### src/dbfp_pkg.sv
// shared constants, types and helpers of the dual buck fault protection block
package dbfp_pkg;
	// timing base
	localparam int CLK_PERIOD_NS = 25;
	localparam int SW_PERIOD_NS = 1000;
	localparam int SS_TIME_US = 4000;
	localparam int TICK_CYCLES = SW_PERIOD_NS / CLK_PERIOD_NS;
	localparam int SS_TICKS_DFLT = (SS_TIME_US * 1000) / SW_PERIOD_NS;

	// event counters and reference ramp
	localparam int CNT_W = 4;
	localparam logic [CNT_W-1:0] CNT_MAX = 4'hf;
	localparam logic [CNT_W-1:0] CNT_ZERO = 4'h0;
	localparam int REF_W = 8;
	localparam logic [REF_W-1:0] REF_STEPS = 8'hfa;
	localparam logic [REF_W-1:0] REF_ZERO = 8'h00;

	// current sense words: one lsb is 125 mA, each 1 A block adds 2 A of limit
	localparam int CUR_W = 8;
	localparam logic [CUR_W-1:0] LIMIT_PER_BLOCK = 8'h10;
	localparam logic [2:0] TOTAL_BLOCKS = 3'h6;

	// register map, byte addresses
	localparam int ADDR_W = 4;
	localparam int DATA_W = 32;
	localparam logic [ADDR_W-1:0] REG_CTRL = 4'h0;
	localparam logic [ADDR_W-1:0] REG_STATUS = 4'h4;
	localparam logic [ADDR_W-1:0] REG_COUNT = 4'h8;
	localparam int CTRL_RUN_BIT = 0;
	localparam logic CTRL_RUN_RST = 1'b1;
	localparam int STAT_STATE_LSB = 0;
	localparam int STAT_THERM_BIT = 3;
	localparam int STAT_UVF_BIT = 4;
	localparam int STAT_OCF_BIT = 5;
	localparam int STAT_PGA_BIT = 6;
	localparam int STAT_PGB_BIT = 7;
	localparam int CNT_UV_LSB = 0;
	localparam int CNT_OC_LSB = 4;
	localparam int CNT_CFG_LSB = 8;

	// sequencer states, gray along off, soft-start, run, cool-down
	typedef enum logic [2:0] {
		ST_OFF = 3'h0,
		ST_SOFT = 3'h1,
		ST_RUN = 3'h3,
		ST_COOL = 3'h2,
		ST_THERM = 3'h6
	} dbfp_state_t;

	// blocks owned by channel a (master included) for each strap code
	function automatic logic [2:0] blocks_a(input logic [1:0] sel);
		case (sel)
			2'h0: blocks_a = 3'h3;
			2'h1: blocks_a = 3'h2;
			2'h2: blocks_a = 3'h4;
			default: blocks_a = 3'h1;
		endcase
	endfunction

	// overcurrent limit word for a channel owning the given blocks
	function automatic logic [CUR_W-1:0] cur_limit(input logic [2:0] blocks);
		cur_limit = {5'h00, blocks} * LIMIT_PER_BLOCK;
	endfunction

	// adds up to two events to a counter, five bits so overflow shows
	function automatic logic [CNT_W:0] add_events(input logic [CNT_W-1:0] cnt,
		input logic ev_a, input logic ev_b);
		add_events = {1'b0, cnt} + {4'h0, ev_a} + {4'h0, ev_b};
	endfunction
endpackage

### src/dbfp_sync_if.sv
// bundle between the raw pin inputs and their filtered copies
`timescale 1ns/100ps
interface dbfp_sync_if #(parameter int W = 1);
	logic [W-1:0] raw;
	logic [W-1:0] clean;
	modport filt (input raw, output clean);
	modport user (output raw, input clean);
endinterface

### src/dbfp_sync.sv
// three-flop synchroniser with agreement filter for asynchronous inputs
`timescale 1ns/100ps
module dbfp_sync #(
	parameter int W = 1
) (
	input wire logic ref_clk,
	input wire logic reset,
	dbfp_sync_if.filt sif
);
	logic [W-1:0] s1_q;
	logic [W-1:0] s2_q;
	logic [W-1:0] s3_q;
	logic [W-1:0] clean_q;
	logic [W-1:0] clean_d;
	logic [W-1:0] agree;

	// elaboration check on the width
	if (W < 1)
	begin : g_bad_w
		$error("dbfp_sync: width must be at least one");
	end

	// a bit follows the pin only while the second and third stage agree
	always_comb
	begin
		agree = ~(s2_q ^ s3_q);
		clean_d = (s2_q & agree) | (clean_q & ~agree);
	end

	// shift chain, first stage read only by the second
	always_ff @(posedge ref_clk or posedge reset)
	begin
		if (reset)
		begin
			s1_q <= '0;
			s2_q <= '0;
			s3_q <= '0;
			clean_q <= '0;
		end
		else
		begin
			s1_q <= sif.raw;
			s2_q <= s1_q;
			s3_q <= s2_q;
			clean_q <= clean_d;
		end
	end

	assign sif.clean = clean_q;
endmodule

### src/dbfp_top.sv
// fault supervision and hiccup sequencer for a two-channel buck regulator
//
// Behaviour
// - any channel undervoltage in a run-state switching cycle bumps the shared 4-bit counter.
// - both channels undervoltage in one cycle add two counts.
// - undervoltage counter overflow shuts both channels down.
// - undervoltage clears only when the hysteretic comparator releases.
// - one channel recovering does not clear the counter while the other is low.
// - overvoltage drops that channel's output valid until the comparator releases.
// - one overcurrent sample per switching cycle from each master block.
// - each extra 1A block raises the channel limit by 2A.
// - a sample above the limit adds one count to the shared overcurrent counter.
// - current back below the limit before overflow clears the counter.
// - both channels over the limit in one cycle add two counts.
// - overcurrent counter at all ones shuts both channels down.
// - both channels below the limit clear the overcurrent counter.
// - after overcurrent shutdown wait a cool-down as long as soft-start.
// - the overcurrent counter clears as the cool-down starts.
// - cool-down expiry starts a normal soft-start on both channels.
// - successful soft-start on both raises output valid, normal operation.
// - during restart only a fresh overflow shuts down; hiccup repeats forever.
// - over-temperature shuts both channels and sets a holding latch.
// - the thermal latch clears only through power-on reset.
// - soft-start and cool-down last 4 ms, reference stepped gradually.
// - switching cycles come from a 1 MHz internal tick.
// - output valid stays low in shutdown and cool-down.
`timescale 1ns/100ps
module dbfp_top #(
	parameter int SS_TICKS = dbfp_pkg::SS_TICKS_DFLT
) (
	input wire logic ref_clk,
	input wire logic reset,
	input wire logic [dbfp_pkg::ADDR_W-1:0] reg_addr,
	input wire logic [dbfp_pkg::DATA_W-1:0] reg_wdata,
	input wire logic reg_wr,
	input wire logic reg_rd,
	output logic [dbfp_pkg::DATA_W-1:0] reg_rdata,
	input wire logic undervoltage_event_a,
	input wire logic undervoltage_event_b,
	input wire logic overvoltage_event_a,
	input wire logic overvoltage_event_b,
	input wire logic over_temp,
	input wire logic block_config_sel_a,
	input wire logic block_config_sel_b,
	input wire logic [dbfp_pkg::CUR_W-1:0] current_sample_a,
	input wire logic [dbfp_pkg::CUR_W-1:0] current_sample_b,
	output logic channel_on_a,
	output logic channel_on_b,
	output logic [dbfp_pkg::REF_W-1:0] ref_level,
	output logic output_valid_a,
	output logic output_valid_b
);
	localparam int STEP_TICKS = SS_TICKS / int'(dbfp_pkg::REF_STEPS);
	localparam int STEP_W = 12;
	localparam logic [STEP_W-1:0] STEP_LAST = STEP_W'(STEP_TICKS - 1);
	localparam int TICK_W = $clog2(dbfp_pkg::TICK_CYCLES);
	localparam logic [TICK_W-1:0] TICK_LAST = TICK_W'(dbfp_pkg::TICK_CYCLES - 1);
	localparam int SYNC_W = 7;

	// elaboration checks on the ramp length
	if (STEP_TICKS < 1 || STEP_TICKS > 4095)
	begin : g_bad_step
		$error("dbfp_top: SS_TICKS gives an unusable ramp step");
	end
	if (SS_TICKS % int'(dbfp_pkg::REF_STEPS) != 0)
	begin : g_bad_mult
		$error("dbfp_top: SS_TICKS must be a multiple of the ramp steps");
	end

	// synchronised pin indications
	dbfp_sync_if #(.W(SYNC_W)) sync_bus ();
	logic uv_a;
	logic uv_b;
	logic ov_a;
	logic ov_b;
	logic otemp;
	logic [1:0] cfg_pins;

	assign sync_bus.raw = {undervoltage_event_a, undervoltage_event_b, overvoltage_event_a,
		overvoltage_event_b, over_temp, block_config_sel_b, block_config_sel_a};
	assign {uv_a, uv_b, ov_a, ov_b, otemp, cfg_pins} = sync_bus.clean;

	dbfp_sync #(.W(SYNC_W)) u_sync (
		.ref_clk(ref_clk),
		.reset(reset),
		.sif(sync_bus)
	);

	// switching-cycle tick divider
	logic [TICK_W-1:0] tick_cnt_q;
	logic [TICK_W-1:0] tick_cnt_d;
	logic tick_q;
	logic tick_d;

	always_comb
	begin
		tick_d = (tick_cnt_q == TICK_LAST);
		tick_cnt_d = tick_d ? '0 : tick_cnt_q + 1'b1;
	end

	always_ff @(posedge ref_clk or posedge reset)
	begin
		if (reset)
		begin
			tick_cnt_q <= '0;
			tick_q <= 1'b0;
		end
		else
		begin
			tick_cnt_q <= tick_cnt_d;
			tick_q <= tick_d;
		end
	end

	// register file state
	logic run_q;
	logic run_d;
	logic [dbfp_pkg::DATA_W-1:0] rdata_q;
	logic [dbfp_pkg::DATA_W-1:0] rdata_d;
	logic clr_uvf;
	logic clr_ocf;

	// sequencer state
	dbfp_pkg::dbfp_state_t state_q;
	dbfp_pkg::dbfp_state_t state_d;
	logic [dbfp_pkg::CNT_W-1:0] uv_cnt_q;
	logic [dbfp_pkg::CNT_W-1:0] uv_cnt_d;
	logic [dbfp_pkg::CNT_W-1:0] oc_cnt_q;
	logic [dbfp_pkg::CNT_W-1:0] oc_cnt_d;
	logic [STEP_W-1:0] step_q;
	logic [STEP_W-1:0] step_d;
	logic [dbfp_pkg::REF_W-1:0] prog_q;
	logic [dbfp_pkg::REF_W-1:0] prog_d;
	logic [1:0] cfg_q;
	logic [1:0] cfg_d;
	logic cfg_valid_q;
	logic cfg_valid_d;
	logic therm_q;
	logic therm_d;
	logic uvf_q;
	logic uvf_d;
	logic ocf_q;
	logic ocf_d;
	logic chan_on_q;
	logic chan_on_d;
	logic [dbfp_pkg::REF_W-1:0] ref_q;
	logic [dbfp_pkg::REF_W-1:0] ref_d;
	logic pg_a_q;
	logic pg_a_d;
	logic pg_b_q;
	logic pg_b_d;

	// helpers of the sequencer
	logic [2:0] blk_a;
	logic [2:0] blk_b;
	logic [dbfp_pkg::CUR_W-1:0] lim_a;
	logic [dbfp_pkg::CUR_W-1:0] lim_b;
	logic oc_a;
	logic oc_b;
	logic [dbfp_pkg::CNT_W:0] uv_sum;
	logic [dbfp_pkg::CNT_W:0] oc_sum;
	logic uv_trip;
	logic oc_trip;
	logic ramp_done;

	// limits follow the strap code captured once after reset
	always_comb
	begin
		blk_a = dbfp_pkg::blocks_a(cfg_q);
		blk_b = dbfp_pkg::TOTAL_BLOCKS - blk_a;
		lim_a = dbfp_pkg::cur_limit(blk_a);
		lim_b = dbfp_pkg::cur_limit(blk_b);
		oc_a = current_sample_a > lim_a;
		oc_b = current_sample_b > lim_b;
		uv_sum = dbfp_pkg::add_events(uv_cnt_q, uv_a, uv_b);
		oc_sum = dbfp_pkg::add_events(oc_cnt_q, oc_a, oc_b);
		uv_trip = uv_sum > {1'b0, dbfp_pkg::CNT_MAX};
		oc_trip = oc_sum >= {1'b0, dbfp_pkg::CNT_MAX};
		ramp_done = (step_q == STEP_LAST) && (prog_q == dbfp_pkg::REF_STEPS - 1'b1);
	end

	// fault counters, hiccup sequencer and registered outputs
	always_comb
	begin
		state_d = state_q;
		uv_cnt_d = uv_cnt_q;
		oc_cnt_d = oc_cnt_q;
		step_d = step_q;
		prog_d = prog_q;
		cfg_d = cfg_q;
		cfg_valid_d = cfg_valid_q;
		therm_d = therm_q;
		uvf_d = uvf_q & ~clr_uvf;
		ocf_d = ocf_q & ~clr_ocf;
		if (tick_q)
		begin
			if (!cfg_valid_q)
			begin
				cfg_d = cfg_pins;
				cfg_valid_d = 1'b1;
			end
			// ramp progress shared by soft-start and cool-down
			if (step_q == STEP_LAST)
			begin
				step_d = '0;
				prog_d = prog_q + 1'b1;
			end
			else
				step_d = step_q + 1'b1;
			case (state_q)
				dbfp_pkg::ST_OFF:
				begin
					step_d = '0;
					prog_d = dbfp_pkg::REF_ZERO;
					if (run_q && cfg_valid_q)
						state_d = dbfp_pkg::ST_SOFT;
				end
				dbfp_pkg::ST_SOFT:
				begin
					if (ramp_done)
						state_d = dbfp_pkg::ST_RUN;
				end
				dbfp_pkg::ST_RUN:
				begin
					step_d = '0;
					prog_d = dbfp_pkg::REF_ZERO;
					// counter only clears with no channel low
					if (!uv_a && !uv_b)
						uv_cnt_d = dbfp_pkg::CNT_ZERO;
					else
						uv_cnt_d = uv_sum[dbfp_pkg::CNT_W-1:0];
				end
				dbfp_pkg::ST_COOL:
				begin
					if (ramp_done)
					begin
						state_d = dbfp_pkg::ST_SOFT;
						step_d = '0;
						prog_d = dbfp_pkg::REF_ZERO;
					end
				end
				dbfp_pkg::ST_THERM:
				begin
					step_d = '0;
					prog_d = dbfp_pkg::REF_ZERO;
				end
				default:
					state_d = dbfp_pkg::ST_OFF;
			endcase
			// overcurrent counting on soft-start and run
			if (state_q == dbfp_pkg::ST_SOFT || state_q == dbfp_pkg::ST_RUN)
			begin
				if (!oc_a && !oc_b)
					oc_cnt_d = dbfp_pkg::CNT_ZERO;
				else if (oc_trip)
					oc_cnt_d = dbfp_pkg::CNT_MAX;
				else
					oc_cnt_d = oc_sum[dbfp_pkg::CNT_W-1:0];
				if (oc_trip || (state_q == dbfp_pkg::ST_RUN && uv_trip && (uv_a || uv_b)))
				begin
					// shut down both channels and enter cool-down
					state_d = dbfp_pkg::ST_COOL;
					oc_cnt_d = dbfp_pkg::CNT_ZERO;
					uv_cnt_d = dbfp_pkg::CNT_ZERO;
					step_d = '0;
					prog_d = dbfp_pkg::REF_ZERO;
					ocf_d = oc_trip | ocf_d;
					uvf_d = (state_q == dbfp_pkg::ST_RUN && uv_trip) | uvf_d;
				end
			end
			// software stop returns to off without a latch
			if (!run_q && state_q != dbfp_pkg::ST_THERM)
			begin
				state_d = dbfp_pkg::ST_OFF;
				oc_cnt_d = dbfp_pkg::CNT_ZERO;
				uv_cnt_d = dbfp_pkg::CNT_ZERO;
			end
			// thermal trip wins over all and never leaves
			if (otemp || therm_q)
			begin
				state_d = dbfp_pkg::ST_THERM;
				therm_d = 1'b1;
			end
		end
		chan_on_d = (state_d == dbfp_pkg::ST_SOFT) || (state_d == dbfp_pkg::ST_RUN);
		case (state_d)
			dbfp_pkg::ST_SOFT: ref_d = prog_d;
			dbfp_pkg::ST_RUN: ref_d = dbfp_pkg::REF_STEPS;
			default: ref_d = dbfp_pkg::REF_ZERO;
		endcase
		// output valid only in run and inside the window
		pg_a_d = (state_d == dbfp_pkg::ST_RUN) && !ov_a && !uv_a;
		pg_b_d = (state_d == dbfp_pkg::ST_RUN) && !ov_b && !uv_b;
	end

	always_ff @(posedge ref_clk or posedge reset)
	begin
		if (reset)
		begin
			state_q <= dbfp_pkg::ST_OFF;
			uv_cnt_q <= dbfp_pkg::CNT_ZERO;
			oc_cnt_q <= dbfp_pkg::CNT_ZERO;
			step_q <= '0;
			prog_q <= dbfp_pkg::REF_ZERO;
			cfg_q <= 2'h0;
			cfg_valid_q <= 1'b0;
			therm_q <= 1'b0;
			uvf_q <= 1'b0;
			ocf_q <= 1'b0;
			chan_on_q <= 1'b0;
			ref_q <= dbfp_pkg::REF_ZERO;
			pg_a_q <= 1'b0;
			pg_b_q <= 1'b0;
		end
		else
		begin
			state_q <= state_d;
			uv_cnt_q <= uv_cnt_d;
			oc_cnt_q <= oc_cnt_d;
			step_q <= step_d;
			prog_q <= prog_d;
			cfg_q <= cfg_d;
			cfg_valid_q <= cfg_valid_d;
			therm_q <= therm_d;
			uvf_q <= uvf_d;
			ocf_q <= ocf_d;
			chan_on_q <= chan_on_d;
			ref_q <= ref_d;
			pg_a_q <= pg_a_d;
			pg_b_q <= pg_b_d;
		end
	end

	// register bus: control write, sticky clears, read mux with one-cycle latency
	always_comb
	begin
		run_d = run_q;
		clr_uvf = 1'b0;
		clr_ocf = 1'b0;
		rdata_d = '0;
		if (reg_wr)
		begin
			case (reg_addr)
				dbfp_pkg::REG_CTRL: run_d = reg_wdata[dbfp_pkg::CTRL_RUN_BIT];
				dbfp_pkg::REG_STATUS:
				begin
					clr_uvf = reg_wdata[dbfp_pkg::STAT_UVF_BIT];
					clr_ocf = reg_wdata[dbfp_pkg::STAT_OCF_BIT];
				end
				default: run_d = run_q;
			endcase
		end
		if (reg_rd)
		begin
			case (reg_addr)
				dbfp_pkg::REG_CTRL: rdata_d[dbfp_pkg::CTRL_RUN_BIT] = run_q;
				dbfp_pkg::REG_STATUS:
				begin
					rdata_d[dbfp_pkg::STAT_STATE_LSB +: 3] = state_q;
					rdata_d[dbfp_pkg::STAT_THERM_BIT] = therm_q;
					rdata_d[dbfp_pkg::STAT_UVF_BIT] = uvf_q;
					rdata_d[dbfp_pkg::STAT_OCF_BIT] = ocf_q;
					rdata_d[dbfp_pkg::STAT_PGA_BIT] = pg_a_q;
					rdata_d[dbfp_pkg::STAT_PGB_BIT] = pg_b_q;
				end
				dbfp_pkg::REG_COUNT:
				begin
					rdata_d[dbfp_pkg::CNT_UV_LSB +: dbfp_pkg::CNT_W] = uv_cnt_q;
					rdata_d[dbfp_pkg::CNT_OC_LSB +: dbfp_pkg::CNT_W] = oc_cnt_q;
					rdata_d[dbfp_pkg::CNT_CFG_LSB +: 2] = cfg_q;
				end
				default: rdata_d = '0;
			endcase
		end
	end

	always_ff @(posedge ref_clk or posedge reset)
	begin
		if (reset)
		begin
			run_q <= dbfp_pkg::CTRL_RUN_RST;
			rdata_q <= '0;
		end
		else
		begin
			run_q <= run_d;
			rdata_q <= rdata_d;
		end
	end

	// all outputs straight from flops
	assign reg_rdata = rdata_q;
	assign channel_on_a = chan_on_q;
	assign channel_on_b = chan_on_q;
	assign ref_level = ref_q;
	assign output_valid_a = pg_a_q;
	assign output_valid_b = pg_b_q;
endmodule

### config.mk
export PLATFORM = sky130hd
export DESIGN_NAME = dbfp_top
export DESIGN_NICKNAME = d
export VERILOG_FILES = /design/src/dbfp_pkg.sv /design/src/dbfp_sync_if.sv /design/src/dbfp_sync.sv /design/src/dbfp_top.sv
export SDC_FILE = /design/constraint.sdc
export NUM_CORES = 1
export LEC_CHECK = 0
export BUFFER_PORTS_ARGS = -buffer_cell sky130_fd_sc_hd__buf_2
export CELL_PAD_IN_SITES_DETAIL_PLACEMENT = 1
export CELL_PAD_IN_SITES_GLOBAL_PLACEMENT = 2
export CORE_MARGIN = 3
export CORE_UTILIZATION = 30
export DETAILED_ROUTE_END_ITERATION = 12
export GPL_TIMING_DRIVEN = 0
export PLACE_DENSITY = 0.85
export SETUP_SLACK_MARGIN = 0.5
export SLEW_MARGIN = 20
export SYNTH_ARGS = -nofsm -noshare
export SYNTH_HDL_FRONTEND = slang
export SYNTH_SLANG_ARGS = --single-unit
### constraint.sdc
create_clock -name ref_clk -period 3.8 [get_ports ref_clk]
set_input_delay 0.19 -clock ref_clk [delete_from_list [all_inputs] [get_ports ref_clk]]
set_output_delay 0.19 -clock ref_clk [all_outputs]
set_load 0.01 [all_outputs]
==> flow_summary.json, run 1 <==
{
  "cts-root-buf": "clkbuf_16",
  "grt_max_degree": 61,
  "cts_tree": "yes",
  "path_max_fanout": 6,
  "drv_slew": 0,
  "reg2reg_to": "step_q[11]$_DFFE_PP0P_",
  "cts_max_level": 3,
  "status": "completed",
  "synth_most_common_cell": "dfrtp_1",
  "grt_pass1_vias": 3676,
  "grt_overflow": 0,
  "die_x_um": 128,
  "nNetsFinal": 604,
  "grt_usage_pct": 14.0,
  "synth.distinct_cells": 58,
  "peakVddDrop_mv": 0.209,
  "total_power_mw": 2.35,
  "drc": 0,
  "yosys.area.top_type": "dfrtp_1",
  "io_buffers": 55,
  "totalWireLength_um": 11100,
  "wl_per_cell_um": 15.7,
  "synth_area_leaders": "dfrtp_1, ha_1, buf_4",
  "drv_cap": 0,
  "hold_depth": 2,
  "final_util_pct": 41.8,
  "ys_warn_count": 0,
  "insertion_delay_ns": 0.35,
  "rsz0062_at_grt": "true",
  "hp-class": "in -> reg",
  "start_util_pct": 31.4,
  "finalSetupViolCount": 0,
  "endpoint_kind": "register",
  "dp_hpwl_um": 7720,
  "power_density_nw_per_um2": 397,
  "drtAntennaViolNets": 0,
  "cts.path.max_buffers": 2,
  "synth-async-reset-ratio_pct": 100,
  "core_area_um2": 14100,
  "drive_gt1_share_pct": 34.3,
  "ys.flop_type": "dfrtp_1",
  "p_leak_nw": 2.73,
  "finClkSkew_ns": 0.00771,
  "vias_per_cell": 4.92,
  "ios": 107,
  "worstSetupPathType": "reg -> reg",
  "hold_violations": 0,
  "syn_area_um2": 4440,
  "antenna_cells": 0,
  "ff2ff_setup_slack_ns": 0.07,
  "synthTopCellsByCount": "dfrtp_1, o21ai_0, nand2_1, buf_4, nor2_1",
  "nFillCells": 1561,
  "max_freq_mhz": 268,
  "register_area_um2": 2350,
  "rows": 43,
  "syn2layout_area_growth_pct": 33.1,
  "postSynthAreaPerCell_um2": 11.0,
  "synth-edff-count": 0,
  "multi_input_area_um2": 2150,
  "cts_sinks": 94,
  "worstMarginPinSlew_ns": 0.693,
  "cts_buffers": 9,
  "worstPathArrival_ns": 4.01,
  "relSlewSlack_pct": 53.8,
  "dr.pass1.iters": 4,
  "r2r_cells": 19,
  "antenna_found_initial": 0,
  "die_y_um": 128,
  "grt_pass1_wl_um": 18200,
  "yosysSeqAreaShare_pct": 53.0,
  "min_to": "run_q$_DFFE_PP1P_",
  "clkTransAtPathRegs_ns": 0.07,
  "critical_path_required_ns": 4.08,
  "drt_iter0_drc": 153,
  "timing.rr.start": "cfg_q[0]$_DFFE_PP0P_",
  "ys_ff_latch": 94,
  "synthCells": 405,
  "synth_top_area_share_pct": 52.4,
  "die_area_um2": 16300,
  "fin_crit_ns": 3.73,
  "worstSetupStartpointType": "register",
  "vias": 3479,
  "hp-start": "reg_wdata[0]",
  "gp_congestion": 0.774,
  "post-route-period-util_pct": 98.0
}
## critical path, cell delays in order (launching register included)
cell and delay (ns):
dfrtp_1 0.43, buf_6 0.13, ha_1 0.19, o21bai_2 0.15, ha_1 0.26, nor2b_4 0.13, o21ai_1 0.13, nand2b_1 0.08
a21oi_2 0.18, fa_2 0.26, inv_2 0.05, ha_4 0.21, nor2b_4 0.12, o211ai_1 0.18, o21ai_2 0.14, o21a_4 0.25
or2_4 0.24, buf_8 0.13, or3_1 0.30, o21ai_1 0.08
## metrics by stage
| step | worst slack (ns) | area (µm²) | std cells | hold WS [ns] | TNS (ns) |
|---|---|---|---|---|---|
| 6_report | 0.0742 | 5910 | 707 | 0.0829 | 0 |
| 2_1_floorplan | 0.248 | 4590 | 426 | 0.221 | 0 |
| 3_5_place_dp | -0.258 | 5140 | 664 | 0.201 | -4.50 |
| 5_1_grt | -0.0981 | 5910 | 707 | 0.0710 | -1.40 |
| 4_1_cts | 0.0349 | 5750 | 701 | 0.0746 | 0 |
| 3_3_place_gp | -0.0958 | 5090 | 661 | 0.301 | -0.655 |
## cells by family after synthesis
kind of cell / synth area share [%]
AND/OR/NAND/NOR: 17.2
multiplexers: 0.451
AO/OA/AOI/OAI: 14.4
adder cells (fa/ha/maj): 7.27
flip-flops: 53.0
XOR/XNOR: 1.58
buffers and inverters: 6.03
other: 0.0845
## cell type report
| cell class | instances | area share, % |
|---|---|---|
| Clock inverter | 6 | 1.29 |
| Tap cell | 180 | 3.81 |
| Sequential cell | 94 | 39.8 |
| Buffer | 31 | 4.00 |
| Inverter | 17 | 1.25 |
| Timing Repair Buffer | 85 | 9.44 |
| Multi-Input combinational cell | 284 | 36.3 |
| Clock buffer | 10 | 4.04 |
## state kept, by name (all words and copies together), names as in the netlist, named ones only
name / flops
step_q: 12
reg_rdata: 10
prog_q: 8
ref_level: 8
u_sync.s1_q: 7
u_sync.s2_q: 7
u_sync.s3_q: 7
tick_cnt_q: 6
oc_cnt_q: 4
uv_cnt_q: 4
state_q: 3
cfg_q: 2
cfg_valid_q: 1
channel_on_a: 1
ocf_q: 1
output_valid_a: 1
output_valid_b: 1
run_q: 1
therm_q: 1
tick_q: 1
uvf_q: 1
## what timing repair did
item | CTS | global route
pin swaps | 10 | 5
hold buffers | 8 | 0
setup endpoints to repair | 42 | 43
cloned | 0 | 0
hold endpoints to repair | 40 | 0
resized for setup | 26 | 31
buffers inserted | 13 | 6
## how the worst max path moves through the flow
stage / start / end / slack (ns) / depth (start not counted)
floorplan: cfg_q[1]$_DFFE_PP0P_ / step_q[11]$_DFFE_PP0P_ / 0.25 / 18
global placement: cfg_q[1]$_DFFE_PP0P_ / oc_cnt_q[2]$_DFFE_PP0P_ / -0.1 / 18
detailed placement: cfg_q[1]$_DFFE_PP0P_ / oc_cnt_q[2]$_DFFE_PP0P_ / -0.26 / 18
CTS: cfg_q[0]$_DFFE_PP0P_ / step_q[11]$_DFFE_PP0P_ / 0.03 / 19
global route: cfg_q[0]$_DFFE_PP0P_ / step_q[8]$_DFFE_PP0P_ / -0.1 / 19
finish: cfg_q[0]$_DFFE_PP0P_ / step_q[11]$_DFFE_PP0P_ / 0.07 / 19
## power by group
group	internal (mW)	switching, mW
combinational	0.153	0.156
clock	0.540	0.413
sequential	1.04	0.0430
## layout by cell type, fill, tap and decap left out, drive strengths merged, types with 9 or more instances in the layout
master	count
buf	102
dfrtp	93
nand2	26
o21ai	26
conb	22
nor2	19
inv	19
nor2b	17
ha	17
clkbuf	16
a21oi	14
nor3	11
and3	10
nand3	9
## layer usage
metal	wire, µm	global-route usage (%)
met1	4950	17.4
met3	451	3.47
met2	5570	24.1
met4	139	4.00
met5	0	0
(Power assumes the default switching activity.)
==> inputs of run 2 (changes only) <==
--- a/config.mk
+++ b/config.mk
@@ -17,4 +17,5 @@
 export SLEW_MARGIN = 20
 export SYNTH_ARGS = -nofsm -noshare
 export SYNTH_HDL_FRONTEND = slang
+export SYNTH_HIERARCHICAL = 1
 export SYNTH_SLANG_ARGS = --single-unit
==> run 2 against run 1 <==
  * The run now ends with setup timing left
  * Synthesized cell count increased by 3.5%
  * Largest cell class unchanged
  * Design area increased by 3.3%
  * Critical path type unchanged
  * Worst hold slack got worse by 0.0036 ns
  * Die area increased by 1.6%
  * Largest power group unchanged
  * Sequential share of layout area decreased by 1.3 points
  * Non-clock buffer count increased by 6
  * Sequential power about the same
  * Clock power decreased by 2%
==> flow_summary.json, run 2 <==
{
  "status": "finished with violations",
  "violations": "setup timing",
  "cp_slowest_cell": "or4b_4",
  "synthCells": 419,
  "finalSetupViolCount": 11,
  "stdcell_area_um2": 6110,
  "insertion_delay_ns": 0.35,
  "final_common_cell": "dfrtp_1",
  "vias_per_cell": 4.81,
  "start_util_pct": 30.8,
  "critPathMostFrequentCell": "ha_4",
  "die_x_um": 129,
  "synth_top_area_share_pct": 51.6,
  "ios": 107,
  "ys_warn_count": 6,
  "grt_pass1_wl_um": 18600,
  "drtAntennaViolNets": 0,
  "nFillCells": 1630,
  "endpoint_kind": "register",
  "synth_area_leaders": "dfrtp_1, ha_1, buf_4",
  "synth-async-reset-ratio_pct": 100,
  "max_freq_mhz": 260,
  "worstMarginPinSlew_ns": 1.04,
  "drv_slew": 0,
  "worstSetupStartpointType": "register",
  "critical_path_required_ns": 4.09,
  "die_area_um2": 16600,
  "clkTransAtPathRegs_ns": 0.07,
  "most-common-layout-cells": "dfrtp_1, buf_2, buf_4",
  "hp-class": "in -> reg",
  "wl_per_cell_um": 15.6,
  "rows": 44,
  "syn2layout_area_growth_pct": 35.3,
  "vias": 3507,
  "worstPathArrival_ns": 4.14,
  "p_comb_share_pct": 15.9,
  "cts_buffers": 9,
  "cts_max_level": 3,
  "drive_gt1_share_pct": 37.8,
  "syn_area_um2": 4510,
  "p_switching_uw": 660,
  "power_density_nw_per_um2": 394,
  "yosys.area.top_type": "dfrtp_1",
  "p_sw_share_pct": 27.4,
  "fin_ws_ns": -0.0520,
  "grt_pass1_vias": 3744,
  "cts.path.max_buffers": 2,
  "rsz0062_at_grt": "true",
  "cts-root-buf": "clkbuf_16",
  "synth.distinct_cells": 55,
  "hold_violations": 0,
  "ys_ff_latch": 94,
  "totalWireLength_um": 11400,
  "path_max_fanout": 6,
  "dpl_cell_area_um2": 5270,
  "drv_cap": 0,
  "synth_most_common_cell": "dfrtp_1",
  "power.internal_mw": 1.75,
  "core_area_um2": 14600,
  "cts_sinks": 94,
  "clockPowerShare_pct": 38.8,
  "die_y_um": 129,
  "top_register": "step_q",
  "relSlewSlack_pct": 30.6,
  "grt_usage_pct": 14.2,
  "pwr-share-seq_pct": 45.3,
  "dr.pass1.iters": 4,
  "cts_tree": "yes",
  "antenna_cells": 0,
  "worstSetupPathType": "reg -> reg",
  "p_leak_nw": 2.84,
  "drt_iter0_drc": 115,
  "grt_max_degree": 45,
  "drc": 0,
  "final_util_pct": 41.7,
  "post-route-period-util_pct": 101,
  "ys.flop_type": "dfrtp_1",
  "finClkSkew_ns": 0.00975,
  "io_buffers": 55,
  "grt_overflow": 0,
  "largest_reg_flops": 12,
  "nNetsFinal": 622,
  "gp_congestion": 0.815,
  "synthTopCellsByCount": "dfrtp_1, nand2_1, inv_1, buf_4, nor2_1",
  "postSynthAreaPerCell_um2": 10.8,
  "peakVddDrop_mv": 0.324,
  "cpPeakStageDelay_ns": 0.44,
  "yosysSeqAreaShare_pct": 52.1,
  "dp_hpwl_um": 7830,
  "cp_cell_sequence": "inv_2 -> ha_4 -> inv_4 -> ha_4 -> or4b_4 -> o32a_1 -> nor2_2 -> fa_2 -> inv_2 -> ha_4 -> nand2b_4 -> a21oi_4 -> buf_4 -> nor4_4 -> nand4_1 -> buf_6 -> o31ai_1 -> o31a_1",
  "synth-edff-count": 0,
  "fin_crit_ns": 3.85,
  "antenna_found_initial": 0
}
-- run 2: power groups by stage --
stage	registers [mW]	clock network [mW]	logic, mW
floorplan	1.10	0	0.213
global placement	1.11	0	0.285
detailed placement	1.11	0	0.302
CTS	1.09	0.963	0.358
global route	1.10	1.01	0.423
finish	1.09	0.935	0.382
-- run 2: layout make-up --
class | count | area (µm²) | area share, %
Sequential cell | 94 | 2350 | 38.5
Clock inverter | 6 | 75.1 | 1.23
Timing Repair Buffer | 89 | 602 | 9.85
Multi-Input combinational cell | 287 | 2270 | 37.2
Tap cell | 184 | 230 | 3.77
Buffer | 33 | 243 | 3.97
Clock buffer | 10 | 229 | 3.75
Inverter | 26 | 103 | 1.68
-- run 2: final timing paths --
check,slack [ns],startpoint,end,depth (start not counted)
setup / recovery,-0.05,cfg_q[0]$_DFFE_PP0P_,oc_cnt_q[2]$_DFFE_PP0P_,18
hold / removal,0.08,reg_wdata[0],run_q$_DFFE_PP1P_,2
setup reg to reg,-0.05,cfg_q[0]$_DFFE_PP0P_,oc_cnt_q[2]$_DFFE_PP0P_,18
hold reg to reg,0.35,u_sync/s1_q[6]$_DFF_PP0_,u_sync/s2_q[6]$_DFF_PP0_,0
max in group asynchronous,2.86,reset,u_sync/s2_q[2]$_DFF_PP0_,3
min in group asynchronous,0.36,reset,channel_on_a$_DFF_PP0_,3
-- run 2: layer usage --
metal  wire length [µm]  vias to the layer above  global-route usage, %  share of wire, %
li1                   -                     1675                      -                 -
met1               4820                     1755                   17.4                42
met2               5970                       66                   24.6                53
met3                463                       11                   4.40               4.1
met4                111                        0                   3.09              0.98
met5                  0                        -                      0                 0
-- run 2: kinds of logic after synthesis --
family | after synthesis | synth area share (%)
AO/OA/AOI/OAI | 77 | 11.8
XOR/XNOR | 12 | 2.33
adder cells (fa/ha/maj) | 26 | 7.34
buffers and inverters | 59 | 6.98
flip-flops | 94 | 52.1
multiplexers | 2 | 0.471
other | 1 | 0.0831
AND/OR/NAND/NOR | 148 | 18.9
-- run 2: metrics by stage --
| stage | setup WS [ns] | total power, mW | TNS [ns] | cells | hold WS, ns |
|---|---|---|---|---|---|
| finish | -0.0520 | 2.41 | -0.325 | 729 | 0.0793 |
| global route | -0.225 | 2.53 | -5.69 | 729 | 0.0647 |
| CTS | -0.0760 | 2.41 | -0.954 | 720 | 0.0644 |
| detailed placement | -0.369 | 1.41 | -7.15 | 680 | 0.194 |
| global placement | -0.336 | 1.39 | -5.57 | 679 | 0.299 |
| floorplan | 0.141 | 1.31 | 0 | 440 | 0.221 |
-- run 2: what timing repair did --
action	CTS	global route
hold buffers	8	0
setup buffers	15	9
gates resized for setup	35	26
hold endpoints to repair	29	0
endpoints found under the setup margin	42	43
cloned	1	0
pin swaps	23	15
-- run 2: worst max-delay path, delay by kind of cell (launching register included) --
family / cells / cell delay [ns]
AOI/OAI and AO/OA: 4 / 0.77
and+or+nand+nor: 5 / 1.19
buffers and inverters: 5 / 0.51
adders and majority gates: 4 / 0.96
DFF: 1 / 0.37
==> inputs of run 3 (changes only) <==
--- a/config.mk
+++ b/config.mk
@@ -6,7 +6,7 @@
 export NUM_CORES = 1
 export LEC_CHECK = 0
 export BUFFER_PORTS_ARGS = -buffer_cell sky130_fd_sc_hd__buf_2
-export CELL_PAD_IN_SITES_DETAIL_PLACEMENT = 1
+export CELL_PAD_IN_SITES_DETAIL_PLACEMENT = 0
 export CELL_PAD_IN_SITES_GLOBAL_PLACEMENT = 2
 export CORE_MARGIN = 3
 export CORE_UTILIZATION = 30
==> run 3 against run 2 <==
  * The flow still finishes with violations (setup timing)
  * Final cell count is 0.69% lower
  * Non-clock buffer count down 4
  * Critical path depth did not move
  * Clock power down 11%
  * Sequential cell count stayed put
  * Via count is 2.9% lower
  * Setup slack got worse by 0.037 ns
  * Register-to-register slack got worse by 0.04 ns
  * Count of clock-buffer cells in the layout decreased by 1
==> flow_summary.json, run 3 (synthesis results as in run 2) <==
{
  "fin_crit_ns": 3.89,
  "grt_overflow": 0,
  "cts_sinks": 94,
  "core_area_um2": 14600,
  "grt_max_degree": 45,
  "status": "finished with violations",
  "endpoint_kind": "register",
  "io_buffers": 55,
  "pre_cts_ws_ns": -0.313,
  "total_power_mw": 2.30,
  "clkTransAtPathRegs_ns": 0.06,
  "power_density_nw_per_um2": 382,
  "die_area_um2": 16600,
  "fin_setup_tns_ns": -1.00,
  "syn2layout_area_growth_pct": 33.3,
  "drc": 0,
  "largest_reg_flops": 12,
  "antenna_cells": 0,
  "rows": 44,
  "die_y_um": 129,
  "top_register": "step_q",
  "rsz0062_at_grt": "true",
  "hp-class": "in -> reg",
  "drive_gt1_share_pct": 35.4,
  "startpoint": "cfg_q[1]$_DFFE_PP0P_",
  "dr.pass1.iters": 4,
  "hp-start": "reg_wdata[0]",
  "start_util_pct": 30.8,
  "violations": "setup timing",
  "cts_buffers": 9,
  "final_common_cell": "dfrtp_1",
  "finalSetupViolCount": 21,
  "worstSetupPathType": "reg -> reg",
  "cts_max_level": 3,
  "grt_pass1_wl_um": 17100,
  "die_x_um": 129,
  "antenna_found_initial": 0,
  "dp_hpwl_um": 6890,
  "drv_cap": 0,
  "ios": 107,
  "worstMarginPinSlew_ns": 1.03,
  "p_leak_nw": 2.81,
  "cts_tree": "yes",
  "peakVddDrop_mv": 0.320,
  "drt_iter0_drc": 119,
  "grt_usage_pct": 12.9,
  "worstSetupStartpointType": "register",
  "critical_path_required_ns": 4.03,
  "max_freq_mhz": 257,
  "drtAntennaViolNets": 0,
  "post-route-period-util_pct": 102,
  "wl_per_cell_um": 13.7,
  "fin_ws_ns": -0.0895,
  "vias_per_cell": 4.70,
  "hold_violations": 0,
  "totalWireLength_um": 9910,
  "timing.rr.start": "cfg_q[1]$_DFFE_PP0P_",
  "finClkSkew_ns": 0.00920,
  "cts.path.max_buffers": 2,
  "drv_slew": 0,
  "ff2ff_setup_slack_ns": -0.09,
  "gp_congestion": 0.815,
  "cts-root-buf": "clkbuf_16",
  "nNetsFinal": 618,
  "most-common-layout-cells": "dfrtp_1, buf_2, buf_4",
  "insertion_delay_ns": 0.35,
  "grt_pass1_vias": 3511,
  "vias": 3405,
  "worstPathArrival_ns": 4.12,
  "relSlewSlack_pct": 31.1,
  "path_max_fanout": 7
}
==> run 3: changes by cell type in the layout (fill, tap and decap cells not counted), sizes merged <==
cell,delta
bufinv,-1
inv,-2
clkinvlp,+2
clkbuf,-1
clkinv,+1
buf,-4
==> run 3: what timing repair did <==
action,in CTS,in global routing
pin swaps,27,17
setup buffers,13,6
gates resized for setup,31,21
setup endpoints to repair,42,43
gates cloned,2,0
hold buffers,8,0
endpoints found under the hold margin,29,0
==> run 3: stage by stage <==
stage               utilization, %  hold WS [ns]  instances  instance area (µm²)
floorplan                        -         0.221        440                 4740
global placement              35.8         0.299        679                 5240
detailed placement            36.0         0.195        680                 5270
CTS                           40.1        0.0747        718                 5870
global route                  41.1        0.0795        724                 6020
finish                        41.1        0.0830        724                 6020
==> run 3: area by class of cell <==
class / instances / area, µm²
Timing Repair Buffer: 85 / 563
Multi-Input combinational cell: 287 / 2250
Clock buffer: 9 / 225
Sequential cell: 94 / 2350
Tap cell: 184 / 230
Buffer: 33 / 243
Inverter: 26 / 103
Fill cell: 1402 / 8620
Clock inverter: 6 / 47.5
==> run 3: worst paths after layout <==
kind,depth (start not counted),to
setup / recovery,18,ref_level[2]$_DFF_PP0_
hold / removal,2,run_q$_DFFE_PP1P_
setup reg to reg,18,ref_level[2]$_DFF_PP0_
hold reg to reg,0,u_sync/s2_q[4]$_DFF_PP0_
max in group asynchronous,3,u_sync/s1_q[2]$_DFF_PP0_
min in group asynchronous,3,channel_on_a$_DFF_PP0_
==> run 3: routing by layer <==
metal	wire [µm]	GRT usage, %	vias up
met5	0	0	-
met4	131	3.95	0
met3	462	3.32	13
met2	4850	20.9	73
met1	4470	17.1	1649
li1	-	-	1670
==> run 3: critical path: stages, from the launching register on <==
cell and delay [ns]:
dfrtp_1 0.39, buf_4 0.16, ha_1 0.17, o21bai_1 0.17
ha_1 0.31, nor2b_4 0.13, o21a_1 0.10, o32a_1 0.19
nor2_2 0.07, fa_2 0.40, buf_4 0.15, nand3b_1 0.22
nor4_4 0.33, o41ai_4 0.13, buf_6 0.17, buf_4 0.14
a31oi_4 0.29, nor2_2 0.06, and3b_1 0.18
==> run 3: power by group <==
part	switching, mW	leakage, nW	internal [mW]	total (mW)
Sequential	0.0404	1.21	1.05	1.09
Clock	0.391	0.126	0.445	0.836
Combinational	0.199	1.48	0.175	0.374
